$ cat src/gdfs_pkg.sv
/*
  Constants for the gate driver fault status registers: register indices, flag bit
  positions, serial frame layout and reset values. Assumes a 250 MHz mclk domain.
*/
// Contract
// - pump undervoltage disables drivers, latches, shows status
// - phase U short counter sets bit 4
// - phase U ground short sets bit 5, holds off
// - phase U supply short sets bit 6, holds off
// - phase V short counter sets bit 8
// - phase V ground short sets bit 9, holds off
// - phase V supply short sets bit 10, holds off
// - phase W short counter sets bit 12
// - phase W ground short sets bit 13, holds off
// - phase W supply short sets bit 14, holds off
// - status pin is OR of fault flags except reset indication and prewarning
// - input readback at 0x04 shows gate inputs, enable
// - write one clears; enable cycle clears most flags
// - global bit 3 is pump undervoltage
package gdfs_pkg;
  localparam logic [6:0] GDFS_ADDR_GLOBAL_FAULT_FLAGS = 7'h01;
  localparam logic [6:0] GDFS_ADDR_INPUT_PIN_READBACK = 7'h04;
  localparam int GDFS_FLAG_W = 15;
  localparam int GDFS_BIT_RESET = 0;
  localparam int GDFS_BIT_PREWARN = 1;
  localparam int GDFS_BIT_OVERTEMP = 2;
  localparam int GDFS_BIT_PUMP_UV = 3;
  localparam int GDFS_BIT_U_COUNT = 4;
  localparam int GDFS_BIT_U_GROUND = 5;
  localparam int GDFS_BIT_U_SUPPLY = 6;
  localparam int GDFS_PHASE_STRIDE = 4;
  // bits 7 and 11 are holes in the map
  localparam logic [14:0] GDFS_FLAG_IMPL_MASK = 15'h777f;
  // flags kept through a drive enable cycle: reset indication and prewarning
  localparam logic [14:0] GDFS_FLAG_KEEP_ON_EN = 15'h0003;
  localparam logic [14:0] GDFS_FLAG_STATUS_MASK = 15'h777c;
  localparam logic [14:0] GDFS_FLAG_RESET_VAL = 15'h0001;
  localparam int GDFS_FRAME_BITS = 40;
  localparam int GDFS_FRAME_WR_BIT = 39;
  localparam int GDFS_FRAME_ADDR_LSB = 32;
  localparam int GDFS_IN_DRV_EN = 6;
  localparam int GDFS_IN_TEMP_LSB = 8;
endpackage

$ cat src/gdfs_regs.sv
/*
  Fault flag register and input readback of a three-phase gate driver, with gate gating.
  Assumes fault detector inputs are synchronous to mclk; short and counter inputs are
  one-cycle events, pump undervoltage and temperatures are levels.
*/
`timescale 1ns/10ps
`default_nettype none
module gdfs_regs
  import gdfs_pkg::*;
(
  input wire logic mclk,
  input wire logic rst_n,
  input wire logic ce,
  input wire logic cs_n,
  input wire logic sclk,
  input wire logic sdi,
  output logic sdo,
  output logic sdo_oe,
  input wire logic phase_u_low_in,
  input wire logic phase_u_high_in,
  input wire logic phase_v_low_in,
  input wire logic phase_v_high_in,
  input wire logic phase_w_low_in,
  input wire logic phase_w_high_in,
  input wire logic drv_en,
  input wire logic pump_uv,
  input wire logic [2:0] short_count_trig,
  input wire logic [2:0] ground_short_det,
  input wire logic [2:0] supply_short_det,
  input wire logic temp_prewarn,
  input wire logic temp_level_1,
  input wire logic temp_level_2,
  input wire logic temp_shutdown,
  output logic [2:0] gate_low_out,
  output logic [2:0] gate_high_out,
  output logic status_out,
  output logic [14:0] global_fault_flags
);
  logic frame_done;
  logic frame_wr;
  logic [6:0] frame_addr;
  logic [31:0] frame_data;
  logic [31:0] rd_word;
  logic [31:0] input_pin_readback;
  logic [14:0] next_flags;
  logic [14:0] set_vec;
  logic [14:0] clr_vec;
  logic drv_en_q;
  logic en_cycle;
  logic global_fault_flags_wr;
  logic [2:0] low_in;
  logic [2:0] high_in;
  logic [2:0] low_hold;
  logic [2:0] high_hold;
  logic drive_ok;

  function automatic int gdfs_pbit(input int phase, input int offs);
    return GDFS_BIT_U_COUNT + phase * GDFS_PHASE_STRIDE + offs;
  endfunction

  gdfs_spi u_gdfs_spi (
    .mclk(mclk),
    .rst_n(rst_n),
    .ce(ce),
    .cs_n(cs_n),
    .sclk(sclk),
    .sdi(sdi),
    .rd_word(rd_word),
    .status_byte({7'h0, status_out}),
    .sdo(sdo),
    .sdo_oe(sdo_oe),
    .frame_done(frame_done),
    .frame_wr(frame_wr),
    .frame_addr(frame_addr),
    .frame_data(frame_data)
  );

  assign low_in = {phase_w_low_in, phase_v_low_in, phase_u_low_in};
  assign high_in = {phase_w_high_in, phase_v_high_in, phase_u_high_in};
  // live pins, bit 7 and upper bits read zero
  assign input_pin_readback = {21'h0, temp_level_2, temp_level_1, temp_prewarn, 1'b0, drv_en,
    phase_w_high_in, phase_w_low_in, phase_v_high_in, phase_v_low_in,
    phase_u_high_in, phase_u_low_in};

  always_comb begin
    if (frame_addr == GDFS_ADDR_GLOBAL_FAULT_FLAGS) begin
      rd_word = {17'h0, global_fault_flags};
    end else if (frame_addr == GDFS_ADDR_INPUT_PIN_READBACK) begin
      rd_word = input_pin_readback;
    end else begin
      rd_word = 32'h0;
    end
  end

  assign global_fault_flags_wr = frame_done && frame_wr && frame_addr == GDFS_ADDR_GLOBAL_FAULT_FLAGS;
  assign en_cycle = drv_en && !drv_en_q;

  always_comb begin
    set_vec = 15'h0;
    set_vec[GDFS_BIT_PREWARN] = temp_prewarn;
    set_vec[GDFS_BIT_OVERTEMP] = temp_shutdown;
    set_vec[GDFS_BIT_PUMP_UV] = pump_uv;
    for (int p = 0; p < 3; p++) begin
      set_vec[gdfs_pbit(p, 0)] = short_count_trig[p];
      set_vec[gdfs_pbit(p, 1)] = ground_short_det[p];
      set_vec[gdfs_pbit(p, 2)] = supply_short_det[p];
    end
    clr_vec = 15'h0;
    if (global_fault_flags_wr) begin
      clr_vec = frame_data[14:0];
      // reset indication may only be cleared while the drivers are enabled
      clr_vec[GDFS_BIT_RESET] = frame_data[GDFS_BIT_RESET] & drv_en;
      // overtemperature stays latched while the condition persists
      clr_vec[GDFS_BIT_OVERTEMP] = frame_data[GDFS_BIT_OVERTEMP] & ~temp_shutdown;
    end
    if (en_cycle) begin
      clr_vec = clr_vec | (~GDFS_FLAG_KEEP_ON_EN & ~({15{temp_shutdown}} & (15'h1 << GDFS_BIT_OVERTEMP)));
    end
    // set beats clear so an event in the clearing cycle is kept
    next_flags = ((global_fault_flags & ~clr_vec) | set_vec) & GDFS_FLAG_IMPL_MASK;
  end

  always_ff @(posedge mclk or negedge rst_n) begin
    if (!rst_n) begin
      global_fault_flags <= GDFS_FLAG_RESET_VAL;
      drv_en_q <= 1'b1;
    end else if (ce) begin
      global_fault_flags <= next_flags;
      drv_en_q <= drv_en;
    end
  end

  // a transistor latched off stays off until its flag is gone and its input is low
  always_ff @(posedge mclk or negedge rst_n) begin
    if (!rst_n) begin
      low_hold <= 3'h0;
      high_hold <= 3'h0;
    end else if (ce) begin
      for (int p = 0; p < 3; p++) begin
        if (ground_short_det[p]) begin
          high_hold[p] <= 1'b1;
        end else if (!global_fault_flags[gdfs_pbit(p, 1)] && !high_in[p]) begin
          high_hold[p] <= 1'b0;
        end
        if (supply_short_det[p]) begin
          low_hold[p] <= 1'b1;
        end else if (!global_fault_flags[gdfs_pbit(p, 2)] && !low_in[p]) begin
          low_hold[p] <= 1'b0;
        end
      end
    end
  end

  assign drive_ok = drv_en && !pump_uv && !global_fault_flags[GDFS_BIT_OVERTEMP];
  assign gate_low_out = low_in & ~low_hold & {3{drive_ok}};
  assign gate_high_out = high_in & ~high_hold & {3{drive_ok}};
  assign status_out = |(global_fault_flags & GDFS_FLAG_STATUS_MASK);

  property p_uv_off;
    @(posedge mclk) disable iff (!rst_n) pump_uv |-> gate_low_out == 3'h0 && gate_high_out == 3'h0;
  endproperty
  a_uv_off: assert property (p_uv_off) else $error("drivers on during pump undervoltage");

  property p_uv_latch;
    @(posedge mclk) disable iff (!rst_n) ce && pump_uv |=> global_fault_flags[3] && status_out;
  endproperty
  a_uv_latch: assert property (p_uv_latch) else $error("undervoltage flag not latched");

  property p_count_u;
    @(posedge mclk) disable iff (!rst_n) ce && short_count_trig[0] |=> global_fault_flags[4];
  endproperty
  a_count_u: assert property (p_count_u) else $error("phase U counter flag missing");

  property p_count_w;
    @(posedge mclk) disable iff (!rst_n) ce && short_count_trig[2] |=> global_fault_flags[12];
  endproperty
  a_count_w: assert property (p_count_w) else $error("phase W counter flag missing");

  property p_gnd_v;
    @(posedge mclk) disable iff (!rst_n)
      ce && ground_short_det[1] |=> global_fault_flags[9] && gate_high_out[1] == 1'b0;
  endproperty
  a_gnd_v: assert property (p_gnd_v) else $error("phase V ground short not handled");

  property p_sup_u;
    @(posedge mclk) disable iff (!rst_n)
      ce && supply_short_det[0] |=> global_fault_flags[6] && gate_low_out[0] == 1'b0;
  endproperty
  a_sup_u: assert property (p_sup_u) else $error("phase U supply short not handled");

  property p_hold_w;
    @(posedge mclk) disable iff (!rst_n) global_fault_flags[13] |-> gate_high_out[2] == 1'b0;
  endproperty
  a_hold_w: assert property (p_hold_w) else $error("phase W high side on with ground flag");

  property p_status_or;
    @(posedge mclk) disable iff (!rst_n) status_out == |(global_fault_flags & 15'h777c);
  endproperty
  a_status_or: assert property (p_status_or) else $error("status pin not OR of flags");

  property p_holes;
    @(posedge mclk) disable iff (!rst_n) global_fault_flags[7] == 1'b0 && global_fault_flags[11] == 1'b0;
  endproperty
  a_holes: assert property (p_holes) else $error("reserved flag bit set");

  property p_w1c;
    @(posedge mclk) disable iff (!rst_n)
      ce && global_fault_flags_wr && frame_data[10] && !supply_short_det[1] |=> !global_fault_flags[10];
  endproperty
  a_w1c: assert property (p_w1c) else $error("write one did not clear flag");

  property p_en_keep;
    @(posedge mclk) disable iff (!rst_n)
      ce && en_cycle && global_fault_flags[0] |=> global_fault_flags[0];
  endproperty
  a_en_keep: assert property (p_en_keep) else $error("enable cycle cleared reset flag");

  property p_readback;
    @(posedge mclk) disable iff (!rst_n)
      frame_addr == 7'h04 |-> rd_word[6:0] == {drv_en, high_in[2], low_in[2], high_in[1], low_in[1],
        high_in[0], low_in[0]} && rd_word[7] == 1'b0 && rd_word[10:8] == {temp_level_2, temp_level_1, temp_prewarn};
  endproperty
  a_readback: assert property (p_readback) else $error("input readback mismatch");

  property p_release;
    @(posedge mclk) disable iff (!rst_n)
      ce && high_hold[0] && high_in[0] && !ground_short_det[0] |=> high_hold[0];
  endproperty
  a_release: assert property (p_release) else $error("hold released with input high");

  c_global_fault_flags_write: cover property (@(posedge mclk) disable iff (!rst_n) global_fault_flags_wr);
  c_en_cycle: cover property (@(posedge mclk) disable iff (!rst_n) en_cycle && global_fault_flags[5]);
  c_read_input: cover property (@(posedge mclk) disable iff (!rst_n) frame_done && !frame_wr && frame_addr == 7'h04);
endmodule
`default_nettype wire

$ cat src/gdfs_spi.sv
/*
  Serial register port: 40-bit frames (write flag, 7-bit address, 32-bit data), msb first.
  Assumes cs_n, sclk and sdi are already synchronous to mclk and sclk is far slower than mclk.
  Read data of a frame is returned in the following frame, behind a status byte.
*/
`timescale 1ns/10ps
`default_nettype none
module gdfs_spi
  import gdfs_pkg::*;
(
  input wire logic mclk,
  input wire logic rst_n,
  input wire logic ce,
  input wire logic cs_n,
  input wire logic sclk,
  input wire logic sdi,
  input wire logic [31:0] rd_word,
  input wire logic [7:0] status_byte,
  output logic sdo,
  output logic sdo_oe,
  output logic frame_done,
  output logic frame_wr,
  output logic [6:0] frame_addr,
  output logic [31:0] frame_data
);
  logic sclk_q;
  logic cs_q;
  logic [39:0] shift_in;
  logic [39:0] shift_out;
  logic [5:0] bit_cnt;
  logic [31:0] held_word;
  logic sclk_rise;
  logic sclk_fall;

  assign sclk_rise = sclk & ~sclk_q & ~cs_n;
  assign sclk_fall = ~sclk & sclk_q & ~cs_n;
  assign sdo = shift_out[39];
  assign sdo_oe = ~cs_q;

  always_ff @(posedge mclk or negedge rst_n) begin
    if (!rst_n) begin
      sclk_q <= 1'b1;
      cs_q <= 1'b1;
    end else if (ce) begin
      sclk_q <= sclk;
      cs_q <= cs_n;
    end
  end

  always_ff @(posedge mclk or negedge rst_n) begin
    if (!rst_n) begin
      shift_in <= 40'h0;
      shift_out <= 40'h0;
      bit_cnt <= 6'h0;
    end else if (ce) begin
      if (cs_q && !cs_n) begin
        shift_out <= {status_byte, held_word};
        bit_cnt <= 6'h0;
      end else begin
        if (sclk_rise) begin
          shift_in <= {shift_in[38:0], sdi};
          // saturate: an overlong frame is dropped, not wrapped
          if (bit_cnt <= 6'(GDFS_FRAME_BITS)) begin
            bit_cnt <= bit_cnt + 6'h1;
          end
        end
        if (sclk_fall) begin
          shift_out <= {shift_out[38:0], 1'b0};
        end
      end
    end
  end

  always_ff @(posedge mclk or negedge rst_n) begin
    if (!rst_n) begin
      frame_done <= 1'b0;
      frame_wr <= 1'b0;
      frame_addr <= 7'h0;
      frame_data <= 32'h0;
    end else if (ce) begin
      frame_done <= !cs_q && cs_n && bit_cnt == 6'(GDFS_FRAME_BITS);
      if (!cs_q && cs_n) begin
        frame_wr <= shift_in[GDFS_FRAME_WR_BIT];
        frame_addr <= shift_in[38:32];
        frame_data <= shift_in[31:0];
      end
    end
  end

  always_ff @(posedge mclk or negedge rst_n) begin
    if (!rst_n) begin
      held_word <= 32'h0;
    end else if (ce && frame_done) begin
      held_word <= rd_word;
    end
  end
endmodule
`default_nettype wire

$ cat config.mk
export PLATFORM = sky130hd
export DESIGN_NAME = gdfs_regs
export DESIGN_NICKNAME = d
export VERILOG_FILES = /design/src/gdfs_pkg.sv /design/src/gdfs_regs.sv /design/src/gdfs_spi.sv
export SDC_FILE = /design/constraint.sdc
export NUM_CORES = 1
export LEC_CHECK = 0
export BUFFER_PORTS_ARGS = -buffer_cell sky130_fd_sc_hd__buf_2
export CAP_MARGIN = 5
export CORE_MARGIN = 8
export CORE_UTILIZATION = 35
export DETAILED_ROUTE_END_ITERATION = 10
export GPL_TIMING_DRIVEN = 1
export SLEW_MARGIN = 20
export SYNTH_ARGS = -nofsm -noshare
export SYNTH_HDL_FRONTEND = slang
export SYNTH_HIERARCHICAL = 1
export SYNTH_SLANG_ARGS = --single-unit
$ cat constraint.sdc
create_clock -name mclk -period 1.7 [get_ports mclk]
set_input_delay 0.17 -clock mclk [delete_from_list [all_inputs] [get_ports mclk]]
set_output_delay 0.17 -clock mclk [all_outputs]
set_load 0.02 [all_outputs]
==> results of run 1 <==
[critical path: cells and delay by family, from the launching register on]
family,cells,cell delay [ns]
flip-flops,1,0.41
AND/OR/NAND/NOR,2,0.58
buffers and inverters,2,0.32
[power by group]
part	total, µW	switching, µW	leakage (µW)	internal, µW
combinational	1110	492	0.00216	620
sequential	4240	148	0.00214	4090
clock	4240	1610	0.000319	2630
total	9590	2250	0.00462	7340
[sequential cells by signal, indices dropped and copies added, names as in the netlist]
| signal | flops |
|---|---|
| u_gdfs_spi/frame_wr | 1 |
| low_hold | 3 |
| u_gdfs_spi/shift_out | 40 |
| u_gdfs_spi/bit_cnt | 6 |
| u_gdfs_spi/frame_data | 13 |
| u_gdfs_spi/cs_q | 1 |
| u_gdfs_spi/held_word | 32 |
| drv_en_q | 1 |
| high_hold | 3 |
| u_gdfs_spi/frame_addr | 7 |
| u_gdfs_spi/sclk_q | 1 |
| u_gdfs_spi/frame_done | 1 |
| global_fault_flags | 13 |
| u_gdfs_spi/shift_in | 40 |
[repair_timing]
action / CTS / global route
hold endpoints to repair: 40 / 0
resized for setup: 38 / 77
gates cloned: 2 / 8
hold buffers: 10 / 0
setup endpoints to repair: 8 / 56
pin swaps: 5 / 5
buffers inserted: 4 / 7
[layout by cell type, fill, tap and decap left out, types with 4 or more instances in the layout]
cell type	instances
nand2b_1	5
buf_4	29
o21ai_0	4
nand3_1	5
buf_12	10
a22o_1	6
inv_1	15
o21ai_1	9
nor3b_2	6
bufinv_16	5
and2_1	5
dlygate4sd3_1	10
a22oi_1	10
nor4_2	9
buf_2	40
mux2i_1	12
o22ai_1	4
inv_6	5
dfstp_2	4
mux2_2	100
buf_6	9
nor2_1	13
dfrtp_1	155
conb_1	28
mux2_4	71
clkbuf_16	22
nand2_1	30
nor2_2	4
[worst max-delay path by stage]
stage / start / end / slack [ns] / cells after the start
floorplan: global_fault_flags[2] / gate_high_out[0] / -0.09 / 3
global placement: global_fault_flags[2] / gate_low_out[1] / -0.11 / 4
detailed placement: global_fault_flags[2] / gate_low_out[1] / -0.03 / 4
CTS: global_fault_flags[2] / gate_high_out[2] / -0.20 / 4
global route: global_fault_flags[2] / gate_high_out[2] / -0.24 / 4
finish: global_fault_flags[2] / gate_high_out[0] / -0.20 / 4
[through the flow]
stage	instances	setup WS [ns]
final	947	-0.204
after global routing	947	-0.245
after CTS	933	-0.203
after detailed placement	886	-0.0261
after global placement	886	-0.111
after floorplan	566	-0.0892
[cell type report]
type,count,area [µm²]
timing repair buffer,108,1040
multi-input combinational,354,3470
clock inverter,15,229
sequential,162,4060
clock buffer,17,425
tap,275,344
fill,1825,11100
inverter,16,60.1
[layer usage]
| metal | GRT usage [%] | vias to the layer above | wire (µm) |
|---|---|---|---|
| li1 | - | 2122 | - |
| met1 | 15.3 | 2343 | 7420 |
| met2 | 20.5 | 61 | 8390 |
| met3 | 2.69 | 22 | 472 |
| met4 | 4.63 | 0 | 259 |
| met5 | 0 | - | 0 |
==> metrics, run 1 <==
CP Max Fanout 5; Peak VDD IR 0.736 mV; max-slew violations 0; Critical Path, Cell by Cell or3b_4 -> buf_6 -> nor3b_2 -> buf_4; period utilisation layout 112%; final worst setup slack -0.204 ns; cts bufs inserted 17; hold slack 0.0249 ns; min-delay src supply_short_det[0]; final instance area 9640 µm²; cells after synthesis 539; reg2reg setup slack -0.05 ns; synth warn 6; # rows 53; Via Count 4548; Crit Path Class reg2out; initial DRC count 268; PortBufs 48; dpl hpwl 10.0 mm; per-cell routed wire length 17.5 µm; hold path depth 2; Setup crit start kind flop; Layout area overhead 32.1%; area of the mapped netlist 7300 µm²; fmax 0.525 GHz; Pre-antenna DRT Iters 4; Crit path largest cell delay 0.41 ns; CTS Root Cell clkbuf_16; Max H-tree Level 4; outcome complete, but fails checks; PnR Total Power 9590 µW; Avg Cell Area, Syn 13.5 µm²; ANT nets after route 0; nature of the critical path endpoint primary output; layout cells sized above 1 50.9%; vias in the first global route 4914; I/O pin count 51; P_leak 0.00462 µW; start of the worst register-to-register path global_fault_flags[2]; first-pass GRT wire length 25.6 mm; post-route DRC violation count 0; CP arrival 1.73 ns; antenna violations before repair 0; PD cells 995 nW/µm²; gr usage total 12.3%; Slew @ Worst Pin 0.736 ns; nets@finish 688; final worst path period need 1.90 ns; path depth of the worst reg2reg path 6; ant diodes 0; Initial Util 35.1%; core box area 20800 µm²; Worst Path Required 1.53 ns; Clock Pin Slew Worst Setup and Hold Paths 0.06 ns; CTS sink cnt 162; DR vias/cell 4.80; Max-Cap Viols 0; Die ar. 25700 µm²; Clock Skew 0.00398 ns; Final Setup Violations 28; Die X-Extent 160 µm; failing checks negative setup slack; Clock Tree Buf Depth 2; placed cell area 8150 µm²; setup tns final -1.74 ns; CTS tree done; Hold Violations, Final 0; Max-slew headroom 50.8%; Detailed Route WL 16.5 mm; largest net degree at the start of global routing 41; RSZ-0062 raised after global routing true; reg2reg end u_gdfs_spi/shift_out[32]; GP Congestion 0.803; Clock Latency Late Sink 0.42 ns; final global-route overflow total 0; Hold WC Path Type in2reg; die height 160 µm; Core Util, Final 46.4%; Worst Hold Path EP low_hold[0]; slowest library cell on the worst path dfrtp_2
No activity file was read; power rests on OpenSTA's default activity.
==> run 2, diff against run 1 <==
--- a/config.mk
+++ b/config.mk
@@ -5,12 +5,14 @@
 export SDC_FILE = /design/constraint.sdc
 export NUM_CORES = 1
 export LEC_CHECK = 0
+export ABC_AREA = 1
 export BUFFER_PORTS_ARGS = -buffer_cell sky130_fd_sc_hd__buf_2
 export CAP_MARGIN = 5
 export CORE_MARGIN = 8
 export CORE_UTILIZATION = 35
 export DETAILED_ROUTE_END_ITERATION = 10
 export GPL_TIMING_DRIVEN = 1
+export PLACE_DENSITY = 0.56
 export SLEW_MARGIN = 20
 export SYNTH_ARGS = -nofsm -noshare
 export SYNTH_HDL_FRONTEND = slang
==> metrics, run 2 <==
Via Count 5247 (was 4548); CP Max Fanout 5 (unchanged); final worst setup slack -0.0394 ns (was -0.204 ns); path depth of the worst reg2reg path 7 (was 6); Clock Pin Slew Worst Setup and Hold Paths 0.06 ns (about the same); max-slew violations 0 (unchanged); gr usage total 12.8% (was 12.3%); beginning of the critical path global_fault_flags[2] (unchanged); largest net degree at the start of global routing 81 (was 41); Layout area overhead 22.3% (was 32.1%); Hold Violations, Final 0 (unchanged); outcome complete, but fails checks (unchanged); Max-slew headroom 63.2% (was 50.8%); nets@finish 898 (was 688); biggest regs u_gdfs_spi/shift_in: 40 flops, u_gdfs_spi/shift_out: 40 flops, u_gdfs_spi/held_word: 32 flops (unchanged); ANT nets after route 0 (unchanged); slowest library cell on the worst path dfrtp_1 (was dfrtp_2); Avg Cell Area, Syn 9.20 µm² (was 13.5 µm²); Peak VDD IR 0.792 mV (was 0.736 mV); cells after synthesis 775 (was 539); nature of the critical path endpoint primary output (unchanged); Worst Path Required 1.53 ns (about the same); Crit Path Class reg2out (unchanged); Initial Util 35.5% (was 35.1%); Die X-Extent 159 µm (was 160 µm); commonest non-fill, non-tap cell in the layout nand2_1 (was dfrtp_1); PD cells 1070 nW/µm² (was 995 nW/µm²); Core Util, Final 43.4% (was 46.4%); CTS sink cnt 162 (unchanged); vias in the first global route 5445 (was 4914); final worst path period need 1.74 ns (was 1.90 ns); start of the worst register-to-register path u_gdfs_spi/cs_q (was global_fault_flags[2]); Pre-antenna DRT Iters 5 (was 4); Clock Skew 0.0122 ns (was 0.00398 ns); core box area 20100 µm² (was 20800 µm²); I/O pin count 51 (unchanged); Clock Tree Buf Depth 2 (unchanged); initial DRC count 298 (was 268); reg2reg setup slack 0.14 ns (was -0.05 ns); CP arrival 1.57 ns (was 1.73 ns); RSZ-0062 raised after global routing true (unchanged); period utilisation layout 102% (was 112%); cts bufs inserted 17 (unchanged); dpl hpwl 10.0 mm (about the same); CTS tree done (unchanged); GP Congestion 0.803 (about the same); layout cells sized above 1 20.0% (was 50.9%); Hold WC Path Type in2reg (unchanged); DR vias/cell 4.55 (was 4.80); Placement Setup Slack 0.181 ns (was -0.0261 ns); Clock Latency Late Sink 0.42 ns (about the same); fmax 0.575 GHz (was 0.525 GHz); Worst Setup EP gate_high_out[2] (was gate_high_out[0]); failing checks negative setup slack (unchanged); commonest cells after routing, fill and taps aside 236 x nand2_1, 155 x dfrtp_1, 66 x inv_1, 50 x nor2_1, 42 x o21ai_1 (was 155 x dfrtp_1, 100 x mux2_2, 71 x mux2_4, 40 x buf_2, 30 x nand2_1); fill cell count 1992 (was 1825); final global-route overflow total 0 (unchanged); setup tns final -0.163 ns (was -1.74 ns); PortBufs 48 (unchanged); Critical Path, Cell by Cell or3_4 -> buf_6 -> nor3_2 -> buf_4 (was or3b_4 -> buf_6 -> nor3b_2 -> buf_4); area of the mapped netlist 7130 µm² (was 7300 µm²); Max H-tree Level 4 (unchanged); post-route DRC violation count 0 (unchanged); first-pass GRT wire length 26.8 mm (was 25.6 mm); hold slack 0.0160 ns (was 0.0249 ns); antenna violations before repair 0 (unchanged); per-cell routed wire length 13.3 µm (was 17.5 µm); Die ar. 25200 µm² (was 25700 µm²); PnR Total Power 9300 µW (was 9590 µW); Slew @ Worst Pin 0.552 ns (was 0.736 ns); Setup crit start kind flop (unchanged); synth warn 6 (unchanged); P_leak 0.00404 µW (was 0.00462 µW); Final Setup Violations 6 (was 28); Detailed Route WL 15.3 mm (was 16.5 mm); Crit path largest cell delay 0.37 ns (was 0.41 ns); reg2reg end u_gdfs_spi/shift_out[36] (was u_gdfs_spi/shift_out[32]); # rows 52 (was 53); ant diodes 0 (unchanged); die height 159 µm (was 160 µm); Max-Cap Viols 0 (unchanged); CTS Root Cell clkbuf_16 (unchanged)
[run 2: per-stage QoR]
step / area, µm² / std cells
finish: 8720 / 1152
detailed placement: 7880 / 1100
floorplan: 7230 / 802
CTS: 8710 / 1152
global route: 8720 / 1152
global placement: 7880 / 1100
[run 2: layout make-up]
type,count,area [µm²],share of cell area (%)
clock buffer,18,429,4.92
clock inverter,14,133,1.52
tap,270,338,3.87
multi-input combinational,526,2700,30.9
inverter,70,263,3.01
sequential,162,4060,46.6
timing repair buffer,92,798,9.15
[run 2: worst min path at each step]
stage / depth (start not counted) / slack, ns / end / startpoint
6_report: 3 / 0.02 / u_gdfs_spi/shift_in[0] / sdi
5_1_grt: 3 / 0.01 / global_fault_flags[13] / ground_short_det[2]
4_1_cts: 3 / 0.006 / u_gdfs_spi/shift_in[0] / sdi
3_5_place_dp: 1 / 0.18 / u_gdfs_spi/held_word[23] / rst_n
3_3_place_gp: 1 / 0.18 / u_gdfs_spi/shift_out[23] / rst_n
2_1_floorplan: 0 / -0.13 / global_fault_flags[10] / rst_n
[run 2: layer usage]
layer  routed length, µm  track usage [%]  share of wire [%]
met1                7270             15.8                 47
met2                7370             21.6                 48
met3                 415             3.18                2.7
met4                 247             4.29                1.6
met5                   0                0                  0
[run 2: power by group]
group / leakage, µW / internal [µW] / switching [µW]
clock network: 0.000261 / 2030 / 1600
registers: 0.00206 / 4270 / 262
logic: 0.00172 / 458 / 669
[run 2: what timing repair did]
item / CTS / global route
pin swaps: 4 / 1
buffers inserted: 1 / 0
endpoints found under the setup margin: 7 / 7
gates resized for setup: 18 / 3
cloned: 0 / 0
hold buffers: 19 / 0
endpoints found under the hold margin: 59 / 0
[run 2: worst max-delay path: cells and delay by family, from the launching register on]
kind | cells | cell delay [ns]
AND/OR/NAND/NOR | 2 | 0.46
flip-flops | 1 | 0.37
buffers and inverters | 2 | 0.31
